### config.mk
export PLATFORM = sky130hd
export DESIGN_NAME = ifvm_core
export DESIGN_NICKNAME = d
export VERILOG_FILES = /design/src/logic/ifvm_pkg.sv /design/src/logic/ifvm_core.sv
export SDC_FILE = /design/constraint.sdc
export NUM_CORES = 1
export LEC_CHECK = 0
export ABC_AREA = 1
export BUFFER_PORTS_ARGS = -buffer_cell sky130_fd_sc_hd__buf_2
export CAP_MARGIN = 25
export CORE_MARGIN = 1
export CORE_UTILIZATION = 35
export CTS_CLUSTER_SIZE = 12
export DETAILED_ROUTE_END_ITERATION = 10
export GPL_ROUTABILITY_DRIVEN = 0
export SYNTH_ARGS = -nofsm -noshare
export SYNTH_HDL_FRONTEND = slang
export SYNTH_SLANG_ARGS = --single-unit
### constraint.sdc
create_clock -name sys_clk -period 1.77 [get_ports sys_clk]
set_clock_uncertainty 0.1 [all_clocks]
set_input_delay 0.177 -clock sys_clk [delete_from_list [all_inputs] [get_ports sys_clk]]
set_output_delay 0.177 -clock sys_clk [all_outputs]
set_load 0.05 [all_outputs]
### src/logic/ifvm_pkg.sv
// constants, field layouts and carrier types of the interrupt flag and vector block
// Notes on behaviour
// - conversion done is lowest priority; vector bytes at FFDE and FFDF.
// - timer wrap vector bytes come from FFF2 and FFF3.
// - timer channel 1 vector bytes come from FFF4 and FFF5.
// - timer channel 0 vector bytes come from FFF6 and FFF7.
// - flags A shows wrap, ch1, ch0, ext pin in bits 6,5,4,2; read-only.
// - flags B shows keypad in bit 7; read-only, reset zero; vector FFE0.
// - flags C shows conversion done in bit 0; read-only, reset zero.
package ifvm_pkg;

    // ------------------------------------------------------------
    // source indices, rising index means falling priority
    // ------------------------------------------------------------
    localparam int NSRC = 6;
    localparam logic [2:0] SRC_EXT = 3'h0;
    localparam logic [2:0] SRC_CH0 = 3'h1;
    localparam logic [2:0] SRC_CH1 = 3'h2;
    localparam logic [2:0] SRC_WRAP = 3'h3;
    localparam logic [2:0] SRC_KEY = 3'h4;
    localparam logic [2:0] SRC_CONV = 3'h5;
    localparam logic [2:0] SRC_NONE = 3'h7;

    // ------------------------------------------------------------
    // register offsets
    // ------------------------------------------------------------
    localparam logic [15:0] OFS_FLAGS_A = 16'hFE04;
    localparam logic [15:0] OFS_FLAGS_B = 16'hFE05;
    localparam logic [15:0] OFS_FLAGS_C = 16'hFE06;
    localparam logic [15:0] OFS_EVT_STATUS = 16'hFE08;
    localparam logic [15:0] OFS_EVT_MASK = 16'hFE09;

    // ------------------------------------------------------------
    // field positions and reset values
    // ------------------------------------------------------------
    localparam int POS_A_WRAP = 6;
    localparam int POS_A_CH1 = 5;
    localparam int POS_A_CH0 = 4;
    localparam int POS_A_EXT = 2;
    localparam int POS_B_KEY = 7;
    localparam int POS_C_CONV = 0;
    localparam int POS_EVT_VEC = 6;
    localparam logic [7:0] RST_FLAGS = 8'h00;
    localparam logic [7:0] RST_EVT = 8'h00;
    localparam logic [7:0] RST_MASK = 8'h00;
    localparam logic [5:0] RST_PEND = 6'h00;

    // ------------------------------------------------------------
    // vector high-byte addresses, low byte sits one above
    // ------------------------------------------------------------
    localparam logic [15:0] VEC_CONV = 16'hFFDE;
    localparam logic [15:0] VEC_KEY = 16'hFFE0;
    localparam logic [15:0] VEC_WRAP = 16'hFFF2;
    localparam logic [15:0] VEC_CH1 = 16'hFFF4;
    localparam logic [15:0] VEC_CH0 = 16'hFFF6;
    localparam logic [15:0] VEC_EXT = 16'hFFFA;
    localparam logic [15:0] VEC_SWI = 16'hFFFC;
    localparam logic [15:0] VEC_RESET = 16'hFFFE;

    // ------------------------------------------------------------
    // carrier types
    // ------------------------------------------------------------
    typedef enum logic [1:0] {
        IFVM_FETCH_RESET,
        IFVM_FETCH_SWI,
        IFVM_FETCH_IRQ
    } ifvm_fetch_t;

    typedef struct packed {
        logic conversion_done;
        logic keypad;
        logic timer_wrap;
        logic timer_ch1;
        logic timer_ch0;
        logic ext_pin;
    } ifvm_src_t;

    typedef struct packed {
        logic wr;
        logic rd;
        logic [15:0] addr;
        logic [7:0] wdata;
    } ifvm_bus_t;

    typedef struct packed {
        logic valid;
        logic spurious;
        logic [2:0] source;
        logic [15:0] hi_addr;
        logic [15:0] lo_addr;
    } ifvm_vec_t;

endpackage

### src/logic/ifvm_core.sv
// interrupt pending flags, vector address selection and register port
`timescale 1ns/1ps
module ifvm_core (
    // clock and reset
    input wire logic sys_clk,
    input wire logic rst,
    // peripheral request pulses
    input wire ifvm_pkg::ifvm_src_t src_req,
    // vector fetch from the cpu core
    input wire logic vec_fetch,
    input wire ifvm_pkg::ifvm_fetch_t fetch_kind,
    output ifvm_pkg::ifvm_vec_t vec_out,
    output logic cpu_irq_pending,
    // register port
    input wire ifvm_pkg::ifvm_bus_t bus,
    output logic [7:0] rdata,
    // event interrupt
    output logic irq
);
    import ifvm_pkg::*;

    // ------------------------------------------------------------
    // functions
    // ------------------------------------------------------------

    // index of the highest priority set bit, none when empty
    function automatic logic [2:0] top_src(input logic [5:0] p);
        logic [2:0] r;
        r = SRC_NONE;
        for (int i = NSRC - 1; i >= 0; i--) begin
            if (p[i]) begin
                r = 3'(i);
            end
        end
        return r;
    endfunction

    // vector high-byte address for a source index
    function automatic logic [15:0] vec_of(input logic [2:0] s);
        logic [15:0] a;
        a = VEC_RESET;
        unique case (s)
            SRC_EXT: a = VEC_EXT;
            SRC_CH0: a = VEC_CH0;
            SRC_CH1: a = VEC_CH1;
            SRC_WRAP: a = VEC_WRAP;
            SRC_KEY: a = VEC_KEY;
            SRC_CONV: a = VEC_CONV;
            default: a = VEC_RESET;
        endcase
        return a;
    endfunction

    // ------------------------------------------------------------
    // declarations
    // ------------------------------------------------------------
    logic [5:0] pending;
    logic [5:0] req_vec;
    logic [5:0] clr_vec;
    logic [2:0] winner;
    logic irq_fetch;
    logic [7:0] evt_status;
    logic [7:0] evt_mask;
    logic [7:0] evt_set;
    logic [7:0] flags_a;
    logic [7:0] flags_b;
    logic [7:0] flags_c;
    logic [7:0] next_rdata;

    assign req_vec = src_req;

    // ------------------------------------------------------------
    // pending flags and arbitration
    // ------------------------------------------------------------

    assign winner = top_src(pending);
    assign irq_fetch = vec_fetch && (fetch_kind == IFVM_FETCH_IRQ);

    // one flag per source; a new request beats the fetch clear
    genvar gi;
    generate
        for (gi = 0; gi < NSRC; gi++) begin : g_pend
            assign clr_vec[gi] = irq_fetch && (winner == 3'(gi));
            always_ff @(posedge sys_clk) begin
                if (rst) begin
                    pending[gi] <= RST_PEND[gi];
                end else if (req_vec[gi]) begin
                    pending[gi] <= 1'b1;
                end else if (clr_vec[gi]) begin
                    pending[gi] <= 1'b0;
                end
            end
        end
    endgenerate

    assign cpu_irq_pending = |pending;

    // ------------------------------------------------------------
    // vector answer
    // ------------------------------------------------------------

    // answer one cycle after the fetch, reset above swi above sources
    always_ff @(posedge sys_clk) begin
        if (rst) begin
            vec_out <= '0;
        end else if (vec_fetch) begin
            vec_out.valid <= 1'b1;
            unique case (fetch_kind)
                IFVM_FETCH_RESET: begin
                    vec_out.spurious <= 1'b0;
                    vec_out.source <= SRC_NONE;
                    vec_out.hi_addr <= VEC_RESET;
                    vec_out.lo_addr <= VEC_RESET + 16'h0001;
                end
                IFVM_FETCH_SWI: begin
                    vec_out.spurious <= 1'b0;
                    vec_out.source <= SRC_NONE;
                    vec_out.hi_addr <= VEC_SWI;
                    vec_out.lo_addr <= VEC_SWI + 16'h0001;
                end
                default: begin
                    vec_out.spurious <= (winner == SRC_NONE);
                    vec_out.source <= winner;
                    vec_out.hi_addr <= vec_of(winner);
                    vec_out.lo_addr <= vec_of(winner) + 16'h0001;
                end
            endcase
        end else begin
            vec_out.valid <= 1'b0;
        end
    end

    // ------------------------------------------------------------
    // flag register images
    // ------------------------------------------------------------

    always_comb begin
        flags_a = RST_FLAGS;
        flags_a[POS_A_WRAP] = pending[SRC_WRAP];
        flags_a[POS_A_CH1] = pending[SRC_CH1];
        flags_a[POS_A_CH0] = pending[SRC_CH0];
        flags_a[POS_A_EXT] = pending[SRC_EXT];
    end

    always_comb begin
        flags_b = RST_FLAGS;
        flags_b[POS_B_KEY] = pending[SRC_KEY];
    end

    always_comb begin
        flags_c = RST_FLAGS;
        flags_c[POS_C_CONV] = pending[SRC_CONV];
    end

    // ------------------------------------------------------------
    // event status, mask and interrupt line
    // ------------------------------------------------------------

    // source requests and vector deliveries raise events
    always_comb begin
        evt_set = RST_EVT;
        evt_set[5:0] = req_vec;
        evt_set[POS_EVT_VEC] = vec_out.valid;
    end

    // sticky status, write one to clear, set wins
    always_ff @(posedge sys_clk) begin
        if (rst) begin
            evt_status <= RST_EVT;
        end else if (bus.wr && bus.addr == OFS_EVT_STATUS) begin
            evt_status <= (evt_status & ~bus.wdata) | evt_set;
        end else begin
            evt_status <= evt_status | evt_set;
        end
    end

    // mask register
    always_ff @(posedge sys_clk) begin
        if (rst) begin
            evt_mask <= RST_MASK;
        end else if (bus.wr && bus.addr == OFS_EVT_MASK) begin
            evt_mask <= bus.wdata;
        end
    end

    assign irq = |(evt_status & evt_mask);

    // ------------------------------------------------------------
    // register read port
    // ------------------------------------------------------------

    // flag registers ignore writes, unmapped read zero
    always_comb begin
        unique case (bus.addr)
            OFS_FLAGS_A: next_rdata = flags_a;
            OFS_FLAGS_B: next_rdata = flags_b;
            OFS_FLAGS_C: next_rdata = flags_c;
            OFS_EVT_STATUS: next_rdata = evt_status;
            OFS_EVT_MASK: next_rdata = evt_mask;
            default: next_rdata = 8'h00;
        endcase
    end

    // read data stands one cycle after the strobe only
    always_ff @(posedge sys_clk) begin
        if (rst) begin
            rdata <= 8'h00;
        end else if (bus.rd) begin
            rdata <= next_rdata;
        end else begin
            rdata <= 8'h00;
        end
    end

endmodule // ifvm_core

==> flow_metrics.tcl, run 1 <==
set metrics [dict create \
    routed_via_density 4.88 \
    synth.yosys.seq_area_share 0.381 \
    endpoint_kind "output port" \
    num_vias 2097 \
    place_inst 420 \
    synth_top_area_cell "dfxtp_1" \
    max_stage_delay_ns 0.34 \
    p_per_area_nw_per_um2 819 \
    areaGrowthSynthToFinish_pct 18.0 \
    die_height_um 80.5 \
    finalCriticalPeriod_ns 1.63 \
    drive_above_1_share 0.315 \
    crit_path_max_fanout 6 \
    leakagePower_nw 1.21 \
    ant_nets 0 \
    antenna_found_initial 0 \
    num_rows 28 \
    n_antenna_cell 0 \
    cts_root_buf "clkbuf_8" \
    fillerInstances 635 \
    setup_viol 0 \
    min_from "src_req[0]" \
    ios 84 \
    slew_violations 0 \
    synth_top_area_share 0.381 \
    ys_top_cells_by_area "dfxtp_1 38%, buf_4 9.1%, nand4_1 8.4%" \
    grt_setup_unrepaired "no" \
    insertion_delay_ns 0.29 \
    crit_slowest_cell "dfxtp_1" \
    r2r_slack_ns 0.32 \
    crit_chain "inv_1, nand2_1, nor2_4, nand2_1, buf_2" \
    synth_edf_count 0 \
    reg2regPathDepth 6 \
    crit_arrival_ns 1.35 \
    crit_cells 5 \
    dr.pass1.iters 4 \
    cts.repair.resized 0 \
    drc 0 \
    start_util 0.364 \
    finalHoldViolCount 0 \
    path_clk_slew_ns 0.07 \
    syn_nets 330 \
    cp-start-kind "flop" \
    outcome "finished, final reports clean" \
    ir_worst_vdd_uv 305 \
    critPathBufInv 2 \
    max_slew_margin 0.662 \
    die_w_um 80.5 \
    total_power_w 0.00209 \
    crit_top_cell "nand2_1" \
    yosys.cell_count.top_type "dfxtp_1" \
    grt_pass1_vias 1898 \
    nets 391 \
    wl_mm 5.35 \
    yosysUniqueCellTypes 27 \
    worstHoldPathCells 3 \
    hold_path_class "primary input to flop" \
    r2r_end "vec_out[2]" \
    ys_ff_latch 41 \
    ff_latch_area_um2 821 \
    synthesis.area_um2 2160 \
    overflow 0 \
    yosys_warnings 0 \
    worstPathRequired_ns 1.49 \
    tightestPinTransition_ns 0.507 \
    fin_crit_sh 0.918 \
    avgSynthCellArea_um2 7.36 \
    grt_util_all_layers 0.178 \
    routedWlPerCell_um 12.4 \
    synth_top_cells_by_count "41 x dfxtp_1, 38 x inv_1, 36 x nand2_1" \
    cts.htree.levels 2 \
    ys.flop_type "dfxtp_1" \
    cts_sinks 41 \
    synthArstFlopShare 0 \
    grt_pass1_wl_mm 8.79 \
    netlist_instances 293 \
    io_buffers 82 \
    crit_family "simple AND/OR/NAND/NOR gates" \
    stdcell_count 430 \
    numCtsBuffers 5 \
    worstHoldEndpoint "flags_a[2]" \
    multi_input_area_um2 956 \
    fp.coreArea_um2 5920 \
    post-route-cell-area_um2 2540 \
    setup-tns-final_ns 0 \
    post_dp_cell_area_um2 2450 \
    path_class "flop to output port" \
    clockBufferDepth 2 \
    drt_iter0_drc 155 \
    die-area_um2 6480 \
    r2r_start "flags_a[5]" \
    dp_hpwl_mm 4.17 \
    max_cap_violations 0 \
    grt_start_max_net_pins 23 \
    max_freq_mhz 615 \
    tritoncts "done" \
]
-- kinds of logic after synthesis --
family          Yosys count  share of synthesized area
buf+inv                  72                      0.176
compound gates           60                      0.156
flops                    41                      0.381
simple gates            119                      0.286
other cells               1                    0.00174
-- final cells by class --
class | count | area share
multi-input combinational | 180 | 0.376
clock buffer | 8 | 0.0315
timing repair buffer | 87 | 0.176
inverter | 39 | 0.0575
tap | 75 | 0.0369
sequential | 41 | 0.323
-- how the worst max path moves through the flow --
stage | startpoint | end | slack (ns)
after CTS | flags_a[5] | cpu_irq_pending | 0.08
after global placement | bus[15] | rdata[2] | 0.30
after detailed placement | bus[15] | rdata[6] | 0.28
after global routing | flags_a[2] | cpu_irq_pending | 0.04
final | flags_a[4] | cpu_irq_pending | 0.14
after floorplan | flags_a[5] | vec_out[1] | 0.21
-- stage by stage --
| stage | utilization | setup slack (ns) | hold WS (ns) |
|---|---|---|---|
| 3_5_place_dp | 0.414 | 0.277 | 0.348 |
| 3_3_place_gp | 0.414 | 0.302 | 0.344 |
| 5_1_grt | 0.430 | 0.0353 | 0.0593 |
| 2_1_floorplan | - | 0.208 | 0.214 |
| 6_report | 0.430 | 0.145 | 0.0501 |
| 4_1_cts | 0.427 | 0.0826 | 0.0355 |
-- layer usage --
metal | track usage | vias to the layer above | wire [um] | share of wire
met5 | 0 | - | 0 | 0
met4 | 0.0714 | 0 | 95 | 0.018
met3 | 0.0364 | 8 | 345 | 0.064
met2 | 0.283 | 78 | 2460 | 0.46
met1 | 0.233 | 944 | 2450 | 0.46
li1 | - | 1067 | - | -
-- state kept, by name, indices dropped and copies added (netlist names) --
name	flops
vec_out	11
evt_mask	8
evt_status	8
rdata	8
flags_a	4
flags_b	1
flags_c	1
-- placed cells by master (no fill, tap or decap), drive strengths merged --
cell type  count
a21oi         31
a31oi          1
buf           87
clkbuf         8
conb           1
dfxtp         41
inv           39
nand2         39
nand3          6
nand4         29
nor2          44
nor3           1
o2111ai        1
o211ai         3
o21a           1
o21ai         22
o22ai          1
-- timing repair --
action	CTS	global route
setup endpoints to repair	0	1
hold buffers	0	0
buffers inserted	0	2
-- tightest hold or removal path: cells and delay by family --
kind,cells,cell delay (ns)
compound gates,1,0.06
buf+inv,2,0.15
-- power breakdown --
part	internal, W	switching (W)
sequential	0.000962	0.0000338
combinational	0.000121	0.000378
clock	0.000280	0.000310
Note: power is estimated with default switching activity, not from simulation.
==> run 2: changes to the inputs <==
MAX_ROUTING_LAYER = met4   (was default)
==> run 2 against run 1 <==
Combinational power barely moved. Setup slack about the same. Sequential power is essentially flat. Sequential share of layout area is the same. Critical path type unchanged. Core utilization unchanged. Largest power group unchanged. First-iteration DRC count decreased by 3.9%. Final cell count unchanged. Worst hold slack lost 0.00072 ns. Clock-buffer cell count unchanged. Clock power about the same. Global-route usage increased by 0.41 points.
==> flow_metrics.tcl, run 2 (same netlist as run 1, synthesis figures left out) <==
set metrics [dict create \
    outcome "finished, final reports clean" \
    start_util 0.364 \
    slew_violations 0 \
    p_comb_frac 0.240 \
    total_power_w 0.00208 \
    path_clk_slew_ns 0.07 \
    mostFrequentLayoutCell "buf_2" \
    p_per_area_nw_per_um2 819 \
    antenna_found_initial 0 \
    dr.pass1.iters 4 \
    io_buffers 82 \
    fp.coreArea_um2 5920 \
    hold_path_class "primary input to flop" \
    stdcell_count 430 \
    largest_reg_flops 11 \
    ir_worst_vdd_uv 306 \
    worstPathRequired_ns 1.49 \
    grt_start_max_net_pins 23 \
    finalHoldViolCount 0 \
    cts_sinks 41 \
    clockBufferDepth 2 \
    die_w_um 80.5 \
    setup-tns-final_ns 0 \
    max_cap_violations 0 \
    ios 84 \
    place_inst 420 \
    tritoncts "done" \
    numCtsBuffers 5 \
    finalCriticalPeriod_ns 1.63 \
    max_slew_margin 0.663 \
    p_sw_w 0.000721 \
    num_vias 2106 \
    setup_viol 0 \
    die-area_um2 6480 \
    path_class "flop to output port" \
    tightestPinTransition_ns 0.505 \
    swShare 0.346 \
    fin_crit_sh 0.918 \
    post-route-util 0.430 \
    routedWlPerCell_um 12.5 \
    endpoint_kind "output port" \
    ff_latch_area_um2 821 \
    wl_mm 5.36 \
    dp_hpwl_mm 4.17 \
    n_antenna_cell 0 \
    num_rows 28 \
    leakagePower_nw 1.21 \
    cts_root_buf "clkbuf_8" \
    nets 391 \
    fillerInstances 635 \
    drt_iter0_drc 149 \
    crit_path_max_fanout 6 \
    internal_power_w 0.00136 \
    cts.htree.levels 2 \
    insertion_delay_ns 0.29 \
    max_freq_mhz 615 \
    drc 0 \
    multi_input_area_um2 956 \
    max_flop_register "vec_out" \
    grt_pass1_wl_mm 8.79 \
    die_height_um 80.5 \
    final_cell_mix "82 x buf_2, 41 x dfxtp_1, 38 x inv_1" \
    cp-start-kind "flop" \
    areaGrowthSynthToFinish_pct 18.0 \
    grt_setup_unrepaired "no" \
    crit_arrival_ns 1.35 \
    pwr-share-clk 0.283 \
    routed_via_density 4.90 \
    seq_power_share 0.478 \
    grt_pass1_vias 1900 \
    grt_util_all_layers 0.182 \
    ant_nets 0 \
    drive_above_1_share 0.315 \
    overflow 0 \
]
run 2: cell counts in the layout (fill, tap and decap cells not counted):
No cell type changed its count.
run 2: cell type report:
| cell class | instances | share of cell area |
|---|---|---|
| multi-input combinational | 180 | 0.376 |
| sequential | 41 | 0.323 |
| timing repair buffer | 87 | 0.176 |
| inverter | 39 | 0.0575 |
| tap | 75 | 0.0369 |
| clock buffer | 8 | 0.0315 |
run 2: path summary, 6_finish.rpt:
check / from / to / slack, ns / cells past startpoint
min: src_req[0] / flags_a[2] / 0.05 / 3
max reg2reg: flags_a[5] / vec_out[2] / 0.33 / 6
max: flags_a[2] / cpu_irq_pending / 0.14 / 5
min reg2reg: evt_status[7] / evt_status[7] / 0.36 / 2
run 2: metal layers:
metal | vias to the layer above | routed length [um] | global-route usage
met2 | 83 | 2470 | 0.283
met5 | - | 0 | -
met3 | 8 | 382 | 0.0307
li1 | 1064 | - | -
met1 | 951 | 2410 | 0.235
met4 | 0 | 104 | 0.0714
run 2: power groups by stage:
stage,logic (W),registers [W],clock network (W)
floorplan,0.000351,0.00107,0
global placement,0.000492,0.00102,0
detailed placement,0.000495,0.00102,0
CTS,0.000496,0.000996,0.000614
global route,0.000539,0.00100,0.000643
finish,0.000499,0.000996,0.000589
run 2: what timing repair did:
action                                  in CTS  in global routing
hold buffers                                 0                  0
gates resized for setup                      0                  0
setup buffers                                0                  2
endpoints found under the setup margin       0                  1
run 2: worst max-delay path: stages, from the launching register on:
cell	delay, ns
dfxtp_1	0.36
inv_1	0.08
nand2_1	0.10
nor2_4	0.18
nand2_1	0.10
buf_2	0.23
run 2: per-stage QoR:
| stage | hold WS, ns | setup slack [ns] | cell area (um^2) |
|---|---|---|---|
| 3_5_place_dp | 0.348 | 0.277 | 2450 |
| 2_1_floorplan | 0.214 | 0.208 | 2160 |
| 6_report | 0.0494 | 0.144 | 2540 |
| 3_3_place_gp | 0.344 | 0.302 | 2450 |
| 4_1_cts | 0.0355 | 0.0826 | 2530 |
| 5_1_grt | 0.0620 | 0.0380 | 2540 |
